## config.mk

```make
export PLATFORM = sky130hd
export DESIGN_NAME = rcl_regs
export DESIGN_NICKNAME = d
export VERILOG_FILES = /design/src/pkg/rcl_pkg.sv /design/src/rtl/rcl_lock_mon.sv /design/src/rtl/rcl_regs.sv
export SDC_FILE = /design/constraint.sdc
export NUM_CORES = 1
export LEC_CHECK = 0
export ABC_AREA = 1
export BUFFER_PORTS_ARGS = -buffer_cell sky130_fd_sc_hd__buf_2
export CAP_MARGIN = 25
export CORE_ASPECT_RATIO = 1.4
export CORE_UTILIZATION = 59
export DETAILED_ROUTE_END_ITERATION = 6
export GPL_TIMING_DRIVEN = 0
export PLACE_DENSITY = 0.9
export SLEW_MARGIN = 15
export SYNTH_ARGS = -nofsm -noshare
export SYNTH_HDL_FRONTEND = slang
export SYNTH_SLANG_ARGS = --single-unit
```

## constraint.sdc

```tcl
create_clock -name pclk -period 4.1 [get_ports pclk]
set_clock_uncertainty 0.1 [all_clocks]
set_input_delay 1.025 -clock pclk [delete_from_list [all_inputs] [get_ports pclk]]
set_output_delay 1.025 -clock pclk [all_outputs]
set_load 0.01 [all_outputs]
```

## src/pkg/rcl_pkg.sv

```systemverilog
// Function
// - The ready flag rises whenever a new frequency-offset count can be read from the two result registers.
// - Unless inhibited, all channel blocks but signal detection power down 100 ms after signal detect falls.
// - After lock, each failed lock check starts re-checks and out-of-lock comes only once the 2-bit count is spent.
// - A lock regained during the re-checks keeps the lock indication high and zeroes the re-check counter.
// - Each adaptation step of feedback taps 2 to 5 is limited to the 4-bit later-tap limit, for both polarities.
// - The 2-bit scale keeps the tolerance, adds bits 3:1, doubles it, or doubles it and adds bits 3:1.
// - Results update continuously, a written capture trigger forces a capture and hardware clears it when done.
// - The first feedback tap is clamped to the 5-bit first-tap limit during adaptation.
// - Eye-opening interrupts are raised only while the eye-opening interrupt enable is one.
// - One step of each 4-bit eye-opening threshold stands for 8 counts of the measurement.
package rcl_pkg;

   // Register indices; the byte address of a register is four times its index.
   localparam logic [9:0] IDX_EYE_THRESH = 10'h032;
   localparam logic [9:0] IDX_LOCK_POWER = 10'h034;
   localparam logic [9:0] IDX_PPM_TAP1 = 10'h035;
   localparam logic [9:0] IDX_EYE_REF = 10'h036;
   localparam logic [9:0] IDX_PPM_RES_HI = 10'h03B;
   localparam logic [9:0] IDX_PPM_RES_LO = 10'h03C;
   localparam logic [9:0] IDX_PPM_DELTA = 10'h064;

   // Values after reset.
   localparam logic [7:0] RST_EYE_THRESH = 8'h11;
   localparam logic [7:0] RST_LOCK_POWER = 8'h3F;
   localparam logic [7:0] RST_PPM_TAP1 = 8'h1F;
   localparam logic [7:0] RST_EYE_REF = 8'h00;
   localparam logic [7:0] RST_PPM_DELTA = 8'h00;

   // Field positions.
   localparam int unsigned BIT_PPM_RDY = 7;
   localparam int unsigned BIT_PWR_INHIBIT = 6;
   localparam int unsigned BIT_RECHECK_LSB = 4;
   localparam int unsigned BIT_LATER_LSB = 0;
   localparam int unsigned BIT_SCALE_LSB = 6;
   localparam int unsigned BIT_PPM_CAPTURE = 5;
   localparam int unsigned BIT_TAP1_LSB = 0;
   localparam int unsigned BIT_EYE_IRQ_EN = 6;
   localparam int unsigned BIT_HEO_THR_LSB = 4;
   localparam int unsigned BIT_VEO_THR_LSB = 0;

   // Each threshold step is 8 counts, a shift by three.
   localparam int unsigned EYE_THR_SHIFT = 3;

   // Idle power-down delay.
   localparam int unsigned CLK_HZ = 25_000_000;
   localparam int unsigned PWRDN_TIME_MS = 100;
   localparam int unsigned PWRDN_CYCLES = PWRDN_TIME_MS * (CLK_HZ / 1000);

   // Tolerance scale codes.
   typedef enum logic [1:0] {
      SCALE_X1 = 2'b00,
      SCALE_X1_PLUS = 2'b01,
      SCALE_X2 = 2'b10,
      SCALE_X2_PLUS = 2'b11
   } rcl_scale_e;

   // Frequency-offset counter sample.
   typedef struct packed {
      logic valid;
      logic [15:0] count;
   } rcl_ppm_s;

   // Eye-opening measurement.
   typedef struct packed {
      logic valid;
      logic [7:0] heo;
      logic [7:0] veo;
   } rcl_eye_s;

   // Equalizer feedback tap proposals, all two's complement.
   typedef struct packed {
      logic [5:0] tap1;
      logic [3:0][4:0] step;
   } rcl_dfe_s;

endpackage

```

## src/rtl/rcl_lock_mon.sv

```systemverilog
`timescale 1ns/100ps
`default_nettype none
module rcl_lock_mon
(
   // Clock and reset.
   input wire logic pclk,
   input wire logic presetn,
   // Lock criteria and check timing.
   input wire logic criteria_ok,
   input wire logic check_stb,
   input wire logic [1:0] recheck_n,
   // Lock indication.
   output logic locked_q,
   output logic [1:0] fail_cnt_q
);

   // Lock is judged only on check strobes so that a single glitch between
   // checks cannot knock the indication down.
   always_ff @(posedge pclk or negedge presetn)
   begin
      if (!presetn)
      begin
         locked_q <= 1'b0;
         fail_cnt_q <= 2'b00;
      end
      else if (check_stb)
      begin
         if (criteria_ok)
         begin
            locked_q <= 1'b1;
            fail_cnt_q <= 2'b00;
         end
         else if (locked_q)
         begin
            if (fail_cnt_q == recheck_n)
            begin
               locked_q <= 1'b0;
               fail_cnt_q <= 2'b00;
            end
            else
            begin
               fail_cnt_q <= fail_cnt_q + 2'b01;
            end
         end
      end
   end

endmodule
`default_nettype wire

```

## src/rtl/rcl_regs.sv

```systemverilog
// The implementer's own choice: register access over APB.
`timescale 1ns/100ps
`default_nettype none
module rcl_regs
#(
   parameter int unsigned PWRDN_CYCLES = rcl_pkg::PWRDN_CYCLES
)
(
   // Clock and reset.
   input wire logic pclk,
   input wire logic presetn,
   // APB slave.
   input wire logic psel,
   input wire logic penable,
   input wire logic pwrite,
   input wire logic [11:0] paddr,
   input wire logic [31:0] pwdata,
   input wire logic [3:0] pstrb,
   output logic pready,
   output logic [31:0] prdata,
   output logic pslverr,
   // Frequency-offset counter.
   input wire rcl_pkg::rcl_ppm_s ppm_in,
   output logic [9:0] ppm_tol_scaled,
   // Signal detect and idle power-down.
   input wire logic sig_detect,
   output logic chan_power_down,
   // Clock recovery lock.
   input wire logic lock_criteria_ok,
   input wire logic lock_check_stb,
   output logic chan_locked,
   // Feedback equalizer.
   input wire rcl_pkg::rcl_dfe_s dfe_req,
   output rcl_pkg::rcl_dfe_s dfe_out,
   // Eye monitor.
   input wire rcl_pkg::rcl_eye_s eye_in,
   output logic eye_irq
);

   logic [7:0] eye_thresh_q;
   logic [7:0] lock_power_dfe_limit_control_q;
   logic [7:0] ppm_tolerance_and_tap1_limit_q;
   logic [7:0] eye_irq_and_reference_mode_q;
   logic [7:0] ppm_delta_q;
   logic [15:0] ppm_res_q;
   logic ppm_rdy_q;
   logic capture_q;
   logic pready_q;
   logic [31:0] prdata_q;
   logic pslverr_q;
   logic [9:0] tol_q;
   logic pwrdn_q;
   logic eye_irq_q;
   rcl_pkg::rcl_dfe_s dfe_q;
   logic [$clog2(PWRDN_CYCLES + 1) - 1:0] idle_cnt_q;

   logic [9:0] idx;
   logic aligned;
   logic acc;
   logic wr_en;
   logic [7:0] wbyte;
   logic mapped;
   logic [7:0] rd_byte;
   logic ppm_take;
   logic [15:0] ppm_val;
   logic [1:0] lock_recheck_count;
   logic [3:0] feedback_later_taps_limit;
   logic [4:0] feedback_first_tap_limit;
   rcl_pkg::rcl_scale_e ppm_tolerance_scale;

   // Bus decode; a write lands only at the edge where pready is seen high.
   assign idx = paddr[11:2];
   assign aligned = (paddr[1:0] == 2'b00);
   assign acc = psel && penable;
   assign wr_en = acc && pready_q && pwrite && pstrb[0] && !pslverr_q;
   assign wbyte = pwdata[7:0];

   // Control fields used by the channel logic.
   assign lock_recheck_count = lock_power_dfe_limit_control_q[rcl_pkg::BIT_RECHECK_LSB +: 2];
   assign feedback_later_taps_limit = lock_power_dfe_limit_control_q[rcl_pkg::BIT_LATER_LSB +: 4];
   assign feedback_first_tap_limit = ppm_tolerance_and_tap1_limit_q[rcl_pkg::BIT_TAP1_LSB +: 5];
   assign ppm_tolerance_scale = rcl_pkg::rcl_scale_e'(ppm_tolerance_and_tap1_limit_q[rcl_pkg::BIT_SCALE_LSB +: 2]);

   // Read mux; status bits are merged over the stored bytes.
   always_comb
   begin
      mapped = 1'b1;
      rd_byte = 8'h00;
      unique case (idx)
         rcl_pkg::IDX_EYE_THRESH: rd_byte = eye_thresh_q;
         rcl_pkg::IDX_LOCK_POWER:
         begin
            rd_byte = lock_power_dfe_limit_control_q;
            rd_byte[rcl_pkg::BIT_PPM_RDY] = ppm_rdy_q;
         end
         rcl_pkg::IDX_PPM_TAP1:
         begin
            rd_byte = ppm_tolerance_and_tap1_limit_q;
            rd_byte[rcl_pkg::BIT_PPM_CAPTURE] = capture_q;
         end
         rcl_pkg::IDX_EYE_REF: rd_byte = eye_irq_and_reference_mode_q;
         rcl_pkg::IDX_PPM_RES_HI: rd_byte = ppm_res_q[15:8];
         rcl_pkg::IDX_PPM_RES_LO: rd_byte = ppm_res_q[7:0];
         rcl_pkg::IDX_PPM_DELTA: rd_byte = ppm_delta_q;
         default: mapped = 1'b0;
      endcase
      if (!aligned)
      begin
         mapped = 1'b0;
      end
   end

   // One wait state: the access cycle after setup raises pready for a
   // single cycle, which keeps every bus output straight off a flop.
   always_ff @(posedge pclk or negedge presetn)
   begin
      if (!presetn)
      begin
         pready_q <= 1'b0;
         prdata_q <= 32'h0000_0000;
         pslverr_q <= 1'b0;
      end
      else if (acc && !pready_q)
      begin
         pready_q <= 1'b1;
         prdata_q <= (mapped && !pwrite) ? {24'h00_0000, rd_byte} : 32'h0000_0000;
         pslverr_q <= !mapped;
      end
      else
      begin
         pready_q <= 1'b0;
         pslverr_q <= 1'b0;
      end
   end

   // Read-write configuration bytes; the eye-reference byte keeps only bits 7:6.
   always_ff @(posedge pclk or negedge presetn)
   begin
      if (!presetn)
      begin
         eye_thresh_q <= rcl_pkg::RST_EYE_THRESH;
         lock_power_dfe_limit_control_q <= rcl_pkg::RST_LOCK_POWER;
         ppm_tolerance_and_tap1_limit_q <= rcl_pkg::RST_PPM_TAP1;
         eye_irq_and_reference_mode_q <= rcl_pkg::RST_EYE_REF;
         ppm_delta_q <= rcl_pkg::RST_PPM_DELTA;
      end
      else if (wr_en)
      begin
         unique case (idx)
            rcl_pkg::IDX_EYE_THRESH: eye_thresh_q <= wbyte;
            rcl_pkg::IDX_LOCK_POWER: lock_power_dfe_limit_control_q <= wbyte;
            rcl_pkg::IDX_PPM_TAP1: ppm_tolerance_and_tap1_limit_q <= wbyte;
            rcl_pkg::IDX_EYE_REF: eye_irq_and_reference_mode_q <= {wbyte[7:6], 6'b00_0000};
            rcl_pkg::IDX_PPM_DELTA: ppm_delta_q <= wbyte;
            default: ;
         endcase
      end
   end

   // A forced capture takes the counter as it stands; otherwise each new
   // counter sample is taken as it arrives.
   assign ppm_take = capture_q || ppm_in.valid;
   assign ppm_val = ppm_in.count;

   // Capture trigger: software sets it, hardware clears it one cycle later
   // once the capture is done. A new write in that cycle wins.
   always_ff @(posedge pclk or negedge presetn)
   begin
      if (!presetn)
      begin
         capture_q <= 1'b0;
      end
      else if (wr_en && idx == rcl_pkg::IDX_PPM_TAP1 && wbyte[rcl_pkg::BIT_PPM_CAPTURE])
      begin
         capture_q <= 1'b1;
      end
      else if (capture_q)
      begin
         capture_q <= 1'b0;
      end
   end

   // Result registers.
   always_ff @(posedge pclk or negedge presetn)
   begin
      if (!presetn)
      begin
         ppm_res_q <= 16'h0000;
      end
      else if (ppm_take)
      begin
         ppm_res_q <= ppm_val;
      end
   end

   // Ready flag: writing zero clears it, a new result in the same cycle wins.
   always_ff @(posedge pclk or negedge presetn)
   begin
      if (!presetn)
      begin
         ppm_rdy_q <= 1'b0;
      end
      else if (ppm_take)
      begin
         ppm_rdy_q <= 1'b1;
      end
      else if (wr_en && idx == rcl_pkg::IDX_LOCK_POWER && !wbyte[rcl_pkg::BIT_PPM_RDY])
      begin
         ppm_rdy_q <= 1'b0;
      end
   end

   // Scaled tolerance is kept at ten bits so that doubling never wraps.
   always_ff @(posedge pclk or negedge presetn)
   begin
      if (!presetn)
      begin
         tol_q <= 10'h000;
      end
      else
      begin
         unique case (ppm_tolerance_scale)
            rcl_pkg::SCALE_X1: tol_q <= {2'b00, ppm_delta_q};
            rcl_pkg::SCALE_X1_PLUS: tol_q <= {2'b00, ppm_delta_q} + {7'h00, ppm_delta_q[3:1]};
            rcl_pkg::SCALE_X2: tol_q <= {1'b0, ppm_delta_q, 1'b0};
            rcl_pkg::SCALE_X2_PLUS: tol_q <= {1'b0, ppm_delta_q, 1'b0} + {7'h00, ppm_delta_q[3:1]};
         endcase
      end
   end

   // Idle timer: runs while signal detect is low and saturates at the
   // delay. Signal detect itself stays powered, so it can end the idle.
   always_ff @(posedge pclk or negedge presetn)
   begin
      if (!presetn)
      begin
         idle_cnt_q <= '0;
         pwrdn_q <= 1'b0;
      end
      else if (sig_detect || lock_power_dfe_limit_control_q[rcl_pkg::BIT_PWR_INHIBIT])
      begin
         idle_cnt_q <= '0;
         pwrdn_q <= 1'b0;
      end
      else if (idle_cnt_q == ($bits(idle_cnt_q))'(PWRDN_CYCLES - 1))
      begin
         pwrdn_q <= 1'b1;
      end
      else
      begin
         idle_cnt_q <= idle_cnt_q + 1'b1;
      end
   end

   // Lock indication and its re-check counter.
   rcl_lock_mon rcl_lock_mon_inst
   (
      .pclk(pclk),
      .presetn(presetn),
      .criteria_ok(lock_criteria_ok),
      .check_stb(lock_check_stb),
      .recheck_n(lock_recheck_count),
      .locked_q(chan_locked),
      .fail_cnt_q()
   );

   // First tap clamped to plus or minus its limit.
   always_ff @(posedge pclk or negedge presetn)
   begin
      if (!presetn)
      begin
         dfe_q.tap1 <= 6'h00;
      end
      else if ($signed(dfe_req.tap1) > $signed({1'b0, feedback_first_tap_limit}))
      begin
         dfe_q.tap1 <= {1'b0, feedback_first_tap_limit};
      end
      else if ($signed(dfe_req.tap1) < -$signed({1'b0, feedback_first_tap_limit}))
      begin
         dfe_q.tap1 <= 6'(-$signed({1'b0, feedback_first_tap_limit}));
      end
      else
      begin
         dfe_q.tap1 <= dfe_req.tap1;
      end
   end

   // Later taps: each step is held to the same limit in both directions.
   for (genvar t = 0; t < 4; t++)
   begin : g_later
      always_ff @(posedge pclk or negedge presetn)
      begin
         if (!presetn)
         begin
            dfe_q.step[t] <= 5'h00;
         end
         else if ($signed(dfe_req.step[t]) > $signed({1'b0, feedback_later_taps_limit}))
         begin
            dfe_q.step[t] <= {1'b0, feedback_later_taps_limit};
         end
         else if ($signed(dfe_req.step[t]) < -$signed({1'b0, feedback_later_taps_limit}))
         begin
            dfe_q.step[t] <= 5'(-$signed({1'b0, feedback_later_taps_limit}));
         end
         else
         begin
            dfe_q.step[t] <= dfe_req.step[t];
         end
      end
   end

   // Eye interrupt: raised when a measurement falls below its threshold,
   // dropped by a good measurement or by clearing the enable.
   always_ff @(posedge pclk or negedge presetn)
   begin
      if (!presetn)
      begin
         eye_irq_q <= 1'b0;
      end
      else if (!eye_irq_and_reference_mode_q[rcl_pkg::BIT_EYE_IRQ_EN])
      begin
         eye_irq_q <= 1'b0;
      end
      else if (eye_in.valid)
      begin
         eye_irq_q <= (eye_in.heo < (8'(eye_thresh_q[rcl_pkg::BIT_HEO_THR_LSB +: 4]) << rcl_pkg::EYE_THR_SHIFT))
            || (eye_in.veo < (8'(eye_thresh_q[rcl_pkg::BIT_VEO_THR_LSB +: 4]) << rcl_pkg::EYE_THR_SHIFT));
      end
   end

   // Outputs straight from flops.
   assign pready = pready_q;
   assign prdata = prdata_q;
   assign pslverr = pslverr_q;
   assign ppm_tol_scaled = tol_q;
   assign chan_power_down = pwrdn_q;
   assign dfe_out = dfe_q;
   assign eye_irq = eye_irq_q;

endmodule
`default_nettype wire

```

### Yosys cells after proc, flatten, opt, wreduce, memory -nomap -nowiden

Cells that the tools add are included.
W data, S select, Z words.

| storage, ports and cells | value |
|---|---|
| register bits | 148 |
| bits in latches | 0 |
| bits in writable memories | 0 |
| bits in read-only memories | 0 |
| input port bits | 116 |
| output and inout port bits | 73 |
| word-level logic and storage cells | 117 |
| memories kept | 0 |

| operators by class | value |
|---|---|
| add/subtract/negate cells | 6 |
| multiply operators | 0 |
| div/mod/pow operators | 0 |
| order comparisons | 12 |
| eq/ne operators | 14 |
| shift operators | 0 |
| mux-type cells | 32 |
| bitwise logic cells | 0 |
| reduce and logical (&&, ||, !) cells | 31 |

Operators by type and width:

| kind | number |
|---|---|
| $eq A10 B6 Y1 const B | 6 |
| $pmux W8 S7 | 1 |
| $mux W22 | 2 |
| $mux W5 | 8 |
| $pmux W10 S4 | 1 |
| $add A22 B1 Y22 const B | 1 |
| $eq A22 B22 Y1 const B | 1 |
| $gt A5 B5 Y1 | 4 |
| $lt A5 B5 Y1 | 4 |
| $lt A8 B7 Y1 | 2 |
| $mux W1 | 14 |
| $mux W6 | 2 |
| $reduce_and A2 Y1 | 6 |
| $logic_and A1 B1 Y1 | 11 |
| $add A9 B3 Y10 | 1 |
| $eq A10 B7 Y1 const B | 1 |
| $add A8 B3 Y9 | 1 |
| $mux W8 | 1 |
| $reduce_or A7 Y1 | 1 |
| $gt A6 B6 Y1 | 1 |
| $lt A6 B6 Y1 | 1 |
| $mux W2 | 3 |
| $neg A5 Y6 | 1 |
| $reduce_bool A2 Y1 | 3 |
| other kinds (9) | 18 |

### Longest topological paths before layout

Gate-level depths: netlist of run 1.

| logic depth | value |
|---|---|
| word-level depth | 9 |
| depth in mapped cells | 15 |
| mapped depth without buffers | 15 |

### Hierarchy

From an unflattened synthesis of run 1, not the netlist that was laid out.

| unflattened totals | value |
|---|---|
| cell total of the unflattened synthesis | 1011 |
| area, all modules | 7821.3 µm² |

Modules (own cells, without submodules):

| module | times used | cells an instance | area an instance (µm²) | sequential area each (µm²) |
|---|---|---|---|---|
| rcl_regs | 1 | 983 | 7634.8 | 3019.1 |
| rcl_lock_mon | 1 | 28 | 186.4 | 75.1 |

### Worst setup path before layout of run 1

No wires, ideal clock.

| timing | value |
|---|---|
| path kind | register to register |
| start point | register lock_power_dfe_limit_control_q[0] |
| end point | register dfe_q (netlist bit dfe_out[0]) |
| library setup time | 120 ps |
| arrival | 2341 ps |
| data required time | 3880 ps |
| path slack | 1539 ps |
| stages on the path, launching flop included | 15 |
| path buffers | 0 |
| clock period less this slack | 2561 ps |
| cell sequence | dfstp_2 inv_1 ha_1 xor2_1 ha_1 nand2_1 inv_1 o21ai_0 nand3_1 nand2_1 nand2_1 nand2_1 nand2_1 o21ai_0 inv_1 |

| between the ends | value |
|---|---|
| word-level cells in the longest chain between the ends | 4 |
| elaborated cells between the ends (all ways) | 5 |
| classes of those cells | add/sub: 1; order compare: 2; mux: 2 |

Ends and longest elaborated chain:

| what | line | source |
|---|---|---|
| from (decl) | rcl_regs.sv:41 | `logic [7:0] lock_power_dfe_limit_control_q;` |
| from (signal assigned) | rcl_regs.sv:142 | `lock_power_dfe_limit_control_q <= rcl_pkg::RST_LOCK_POWER;` |
| from (signal assigned) | rcl_regs.sv:151 | `rcl_pkg::IDX_LOCK_POWER: lock_power_dfe_limit_control_q <= wbyte;` |
| $neg A4 Y5 | rcl_regs.sv:301, rcl_regs.sv:303 |  |
| $lt A5 B5 Y1 | rcl_regs.sv:301 | `else if ($signed(dfe_req.step[t]) < -$signed({1'b0, feedback_later_taps_limit}))` |
| $mux W5 | rcl_regs.sv:301 |  |
| $mux W5 * | rcl_regs.sv:297 | `else if ($signed(dfe_req.step[t]) > $signed({1'b0, feedback_later_taps_limit}))` |
| to (decl) | rcl_regs.sv:54 | `rcl_pkg::rcl_dfe_s dfe_q;` |

Every way passes the cells marked *; elsewhere a longest branch is shown, timed or not.
A chain may end at the register's enable or synchronous reset.

### Final worst setup path of run 1

| timing | value |
|---|---|
| start point | register lock_power_dfe_limit_control_q[0] |
| end point | register dfe_q (netlist bit dfe_out[5]) |

Same word-level chain as after synthesis.

==> metrics.txt, run 1 <==
Post-synth top cells nand2_1 (212), inv_1 (142), dfrtp_1 (110), nand3_1 (110), o21ai_0 (95); Tcrit/Tclk final 81.7%; R2R depth 14; Final min period 3.35 ns; worst endpoint required time 4.31 ns; htree depth 4; internal power 2.43 mW; Post-Syn Area 0.00779 mm2; pre-CTS setup slack 0.882 ns; Worst Setup SP lock_power_dfe_limit_control_q[0]; largest net degree at the start of global routing 72; CTS tree done; status completed; fraction of registers with async set/reset 100%; r2r endpoint dfe_out[5]; CTS Buf Count 17; number of global-route vias before repair 7,295; initial antenna violation count 0; global route overflow 0; Hold EP prdata[7]; IO Count 189; Die Y 138 um; post-synth cell types 41; GRT Util Overall 31.8%; area grow syn2layout 20.3%; RePlAce Congestion 0.974; register area share after synthesis 39.7%; CP Data Arrival Time 3.56 ns; share of layout cells above drive strength 1 18.7%; first-pass GRT wire length 33,600 um; leading register cell type out of synthesis dfrtp_1; post-CTS setup buffers 0; clock power share 48.5%; MaxCap Viol Count 0; DRC viols 0; Starting Density 60.5%; count leader, synth nand2_1; Core Region 0.0129 mm2; Clk pin slew, worst setup/hold paths 0.06 ns; RSZ-0062 raised after global routing false; Sequential Power Share 40.1%; combinational group share of total power 11.4%; Synth area leaders dfrtp_1 (35%), nand2_1 (10%), ha_1 (9.2%), nand3_1 (7.1%), inv_1 (6.8%); CP Max Fanout 8; Crit Path Class reg2reg; Worst Hold Launch prdata[7]; Sw Ratio 24.0%; slowest CP cell xor2_1; total iterations of the first detailed-routing run 6; switching power 0.768 mW; DPL Wire Length 15,800 um; detail-routed via count per cell 5.64; Longest Clk Path Bufs 2; Crit path buffers/inverters 3; Worst setup SP type flip-flop; antenna-violating nets left 0; worst vdd ir 236 uV; PortBufs 131; leakage power 4.90 nW; Slew @ Worst Pin 0.833 ns; most used cell, CP nand2_1; Synth Area per Inst 7.66 um2; post-synth top area cell dfrtp_1; CP cell instances inv_1 -> ha_1 -> xor2_1 -> ha_1 -> nand2_1 -> inv_1 -> o21ai_0 -> nand3_1 -> nand2_1 -> nand2_1 -> nand2_1 -> nand2_1 -> o21ai_0 -> inv_1; clk_lat worst skew 0.43 ns; worst hold path class reg2reg; Avg WL per Cell 15.4 um; final setup fails 0; max-slew violations 0; Synth Register Bits 123; Rel. slew slack 44.3%; max incr delay on CP 0.66 ns; CTS Sinks 123; std cell rows 49; Power Density 341 mW/mm2; Post-synth EDFFs 0; cell family with most CP delay adder cells; synthesized netlist cell count 1,017; # fillers 996; setup slack after layout 0.752 ns; total count of hold-check failures in the final report 0; Die Span X 99.1 um; setup_tns 0 ns; post-synth top area share 35.3%; hold path cells 2; Iteration-0 DRC Markers 412; via count 7,655; r2r startpoint lock_power_dfe_limit_control_q[0]; cts repair resizes 0; Setup crit end kind flip-flop; die area 0.0137 mm2; hold_buf cts 0; nets@finish 1,366; R2R Setup Slk 0.75 ns; Routed WL 20,900 um; fmax 299 MHz; CTS root buffer clkbuf_16; Ys Warns 0
## through the flow
step / utilization, % / cells / cell area [um2] / total power [mW] / hold slack [ns]
after floorplan: - / 1040 / 7880 / 1.51 / 0.333
after global placement: 67.7 / 1324 / 8720 / 1.65 / 0.345
after detailed placement: 68.0 / 1325 / 8760 / 1.66 / 0.361
after CTS: 72.8 / 1355 / 9370 / 3.20 / 0.375
after global routing: 72.8 / 1355 / 9370 / 3.31 / 0.402
final: 72.8 / 1357 / 9370 / 3.20 / 0.374
## flip-flops by register name, indices dropped and copies added (netlist names), 2 cells and up
name / flops
dfe_out: 26
eye_irq_and_reference_mode_q: 2
eye_thresh_q: 8
idle_cnt_q: 22
lock_power_dfe_limit_control_q: 7
ppm_delta_q: 8
ppm_res_q: 16
ppm_tol_scaled: 10
ppm_tolerance_and_tap1_limit_q: 7
prdata: 8
rcl_lock_mon_inst.fail_cnt_q: 2
## layout make-up
class	count	area (um2)	area share (%)
inverter	145	544	5.81
sequential	123	3090	33.0
clock inverter	7	113	1.20
antenna	2	5.00	0.0534
tap	153	191	2.04
clock buffer	23	498	5.31
multi-input combinational	733	3980	42.4
buffer	39	262	2.79
timing repair buffer	132	689	7.36
## per-layer routing
| layer | GRT usage, % | up-vias | wire length, um |
|---|---|---|---|
| met5 | 0 | - | 0 |
| met3 | 6.15 | 70 | 1300 |
| met1 | 34.9 | 3538 | 7880 |
| li1 | - | 3692 | - |
| met4 | 19.1 | 0 | 861 |
| met2 | 57.3 | 355 | 10900 |
## tightest hold or removal path: cells and delay by family, from the launching register on
family | cells | cell delay [ns]
flip-flops | 1 | 0.34
AND/OR/NAND/NOR | 2 | 0.10
## cells in the final DEF, fill, tap and decap left out, types with 2 or more instances in the layout
cell,n
conb_1,24
nor4_1,2
nand3_1,110
buf_6,3
nand3b_1,2
clkbuf_8,5
dfstp_2,13
inv_1,142
clkbuf_1,8
a41oi_1,5
nand4_1,33
buf_2,135
buf_4,25
mux2_2,10
clkinv_2,3
fa_1,2
clkbuf_16,17
ha_1,57
bufinv_16,3
nor3_1,11
a21oi_1,51
clkinv_1,3
o21ai_0,95
nand2_1,212
nor2_2,3
xor2_1,8
nor2_1,83
o211ai_1,2
nor3_2,2
xnor2_1,3
o221ai_1,2
dfrtp_1,110
diode_2,2
a31oi_1,4
## worst max path at each step
stage | to | cells past startpoint
3_5_place_dp | dfe_out[0] | 14
5_1_grt | dfe_out[5] | 14
3_3_place_gp | ppm_res_q[11] | 1
6_report | dfe_out[5] | 14
2_1_floorplan | dfe_out[0] | 14
4_1_cts | dfe_out[5] | 14
## logic make-up after synthesis
logic type / Yosys count / synth area share [%]
AOI/OAI and AO/OA: 167 / 11.5
xor gates and xnor gates: 11 / 1.24
adders and majority gates: 59 / 9.67
buffers and inverters: 184 / 10.3
DFF: 123 / 39.7
muxes: 10 / 1.45
other: 1 / 0.0481
and+or+nand+nor: 462 / 26.1
## power groups by stage
stage | logic, mW | clock network [mW] | registers [mW]
after floorplan | 0.194 | 0 | 1.31
after global placement | 0.344 | 0 | 1.30
after CTS | 0.362 | 1.56 | 1.28
after global routing | 0.412 | 1.61 | 1.29
after detailed placement | 0.359 | 0 | 1.30
final | 0.363 | 1.55 | 1.28
Power figures use the tool's default switching activity.
==> run 2: changes to the inputs <==
--- a/config.mk
+++ b/config.mk
@@ -9,10 +9,10 @@
 export BUFFER_PORTS_ARGS = -buffer_cell sky130_fd_sc_hd__buf_2
 export CAP_MARGIN = 25
 export CORE_ASPECT_RATIO = 1.4
-export CORE_UTILIZATION = 59
+export CORE_UTILIZATION = 55
 export DETAILED_ROUTE_END_ITERATION = 6
 export GPL_TIMING_DRIVEN = 0
-export PLACE_DENSITY = 0.9
+export PLACE_DENSITY = 0.85
 export SLEW_MARGIN = 15
 export SYNTH_ARGS = -nofsm -noshare
 export SYNTH_HDL_FRONTEND = slang
==> constraint.sdc (replaced) <==
create_clock -name pclk -period 3.1 [get_ports pclk]
set_clock_uncertainty 0.1 [all_clocks]
set_input_delay 0.775 -clock pclk [delete_from_list [all_inputs] [get_ports pclk]]
set_output_delay 0.775 -clock pclk [all_outputs]
set_load 0.01 [all_outputs]
==> run 2 against run 1 <==
Net effect:
- sequential share of layout area down 0.69 points
- utilization down 3.7 points
- first-iteration DRC count up 25%
- worst hold slack worse by 0.17 ns
- register-to-register slack worse by 0.57 ns
- largest cell class unchanged
==> metrics.txt, run 2 (synthesized netlist as in run 1, its figures left out) <==
status completed; max-slew violations 0 (unchanged); worst vdd ir 334 uV (+42%); R2R Setup Slk 0.18 ns (-0.57 ns); pre-CTS setup slack -0.167 ns (-1.05 ns); max incr delay on CP 0.60 ns (-0.06 ns); MaxCap Viol Count 0 (unchanged); leakage power 4.96 nW (+1.3%); cell family with most CP delay simple AND/OR/NAND/NOR gates; setup_tns 0 ns (unchanged); total iterations of the first detailed-routing run 5 (-1); initial antenna violation count 1 (+1); Crit path buffers/inverters 3 (unchanged); fmax 342 MHz (+15%); Avg WL per Cell 15.2 um (-1.7%); Slew @ Worst Pin 0.558 ns (-0.276 ns); most used cell, CP nand2_1; CP Data Arrival Time 3.13 ns (-0.43 ns); worst endpoint required time 3.31 ns (-1.00 ns); CP Max Fanout 6 (-2); RePlAce Congestion 0.979 (+0.46%); std cell rows 51 (+4.1%); Final min period 2.92 ns (-0.426 ns); clk_lat worst skew 0.42 ns (about the same); DRC viols 0 (unchanged); final setup fails 0 (unchanged); commonest non-fill, non-tap cells in the layout nand2_1 (212), inv_1 (141), buf_2 (135); nets@finish 1,375 (+0.66%); placed inst area 0.00880 mm2 (+0.46%); via count 7,573 (-1.1%); CTS Buf Count 17 (unchanged); share of layout cells above drive strength 1 19.6% (+0.90 points); Worst setup SP type flip-flop; PortBufs 131 (unchanged); Tcrit/Tclk final 94.3% (+13 points); Rel. slew slack 62.7% (+18 points); Iteration-0 DRC Markers 516 (+25%); setup slack after layout 0.178 ns (-0.574 ns); Die Y 143 um (+3.5%); Die Span X 103 um (+3.5%); Longest Clk Path Bufs 2 (unchanged); global route overflow 0 (unchanged); r2r startpoint lock_power_dfe_limit_control_q[0]; Core Region 0.0138 mm2 (+7.6%); fin cells 1,399 (+3.1%); first-pass GRT wire length 33,400 um (-0.52%); die area 0.0146 mm2 (+7.1%); Levels on crit path 14 (unchanged); htree depth 4 (unchanged); Setup crit end kind flip-flop; number of global-route vias before repair 7,264 (-0.42%); GRT Util Overall 29.9% (-1.9 points); CTS tree done; largest net degree at the start of global routing 66 (-8.3%); R2R depth 14 (unchanged); r2r endpoint dfe_out[5]; total count of hold-check failures in the final report 0 (unchanged); Clk pin slew, worst setup/hold paths 0.06 ns (about the same); antenna-violating nets left 0 (unchanged); CTS Sinks 123 (unchanged); commonest non-fill, non-tap cell in the layout nand2_1; overall power 4.44 mW (+39%); number of flip-flops in the largest register 26 (unchanged); worst hold path class in2async; Power Density 464 mW/mm2 (+36%); CP cell instances clkinvlp_4 -> ha_1 -> xor2_4 -> ha_1 -> nand2_1 -> inv_1 -> o21ai_0 -> nand3_1 -> nand2_1 -> nand2_1 -> nand2_1 -> nand2_1 -> o21ai_0 -> inv_1; Design Area, Final 0.00957 mm2 (+2.1%); detail-routed via count per cell 5.41 (-4.0%); Crit Path Class reg2reg; DPL Wire Length 15,700 um (-0.48%); Starting Density 56.2% (-4.2 points); area grow syn2layout 22.9%; CTS root buffer clkbuf_16; IO Count 189 (unchanged); Routed WL 21,200 um (+1.3%); slowest CP cell dfstp_2; placed cell count 1,357 (+2.4%)
## run 2: cell types whose count changed in the layout (fill, tap and decap cells not counted), moves of 2 or more
cell        change
buf_4           +9
bufinv_16       +3
clkbuf_1        +2
clkbuf_8        -4
clkinv_2        -2
clkinv_4        +2
clkinvlp_4      +2
xor2_1          -2
## run 2: area by class of cell
cell class | count | area [um2]
plain buffers | 39 | 262
diodes | 1 | 2.50
well taps | 185 | 231
flip-flops and latches | 123 | 3090
clock inverters | 11 | 218
repair buffers | 141 | 757
multi-input cells | 733 | 4010
inverters | 145 | 548
clock buffers | 21 | 450
fillers | 1115 | 4280
## run 2: worst register-to-register path, cell delays in order, from the launching register on
cell        delay, ns
dfstp_2          0.60
clkinvlp_4       0.18
ha_1             0.31
xor2_4           0.29
ha_1             0.31
nand2_1          0.10
inv_1            0.04
o21ai_0          0.18
nand3_1          0.15
nand2_1          0.15
nand2_1          0.13
nand2_1          0.09
nand2_1          0.05
o21ai_0          0.07
inv_1            0.06
## run 2: routing by layer
layer	vias up	wire (um)	GRT usage [%]
met5	-	0	0
met4	0	840	15.3
met3	80	1170	6.80
met2	297	11100	53.0
met1	3484	8110	32.8
li1	3712	-	-
## run 2: worst max path at each step
stage	startpoint	end
floorplan	lock_power_dfe_limit_control_q[0]	dfe_out[0]
global placement	presetn	ppm_res_q[2]
detailed placement	lock_power_dfe_limit_control_q[0]	dfe_out[15]
CTS	lock_power_dfe_limit_control_q[2]	dfe_out[5]
global route	lock_power_dfe_limit_control_q[1]	dfe_out[0]
finish	lock_power_dfe_limit_control_q[0]	dfe_out[5]
## run 2: through the flow
stage | utilization, % | hold WS (ns)
detailed placement | 63.5 | 0.356
CTS | 68.5 | 0.229
global route | 69.1 | 0.253
finish | 69.1 | 0.204
floorplan | - | 0.333
global placement | 63.3 | 0.347
## run 2: report_power, final
group / switching [mW] / internal [mW] / total (mW)
sequential: 0.0297 / 1.67 / 1.70
clock: 0.730 / 1.53 / 2.26
combinational: 0.293 / 0.189 / 0.482
total: 1.05 / 3.39 / 4.44
## run 2: repair_timing
item | in CTS | in global routing
gates resized for setup | 3 | 3
setup endpoints to repair | 16 | 15
pin swaps | 0 | 1
hold buffers | 0 | 0
setup buffers | 0 | 9
gates cloned | 0 | 0
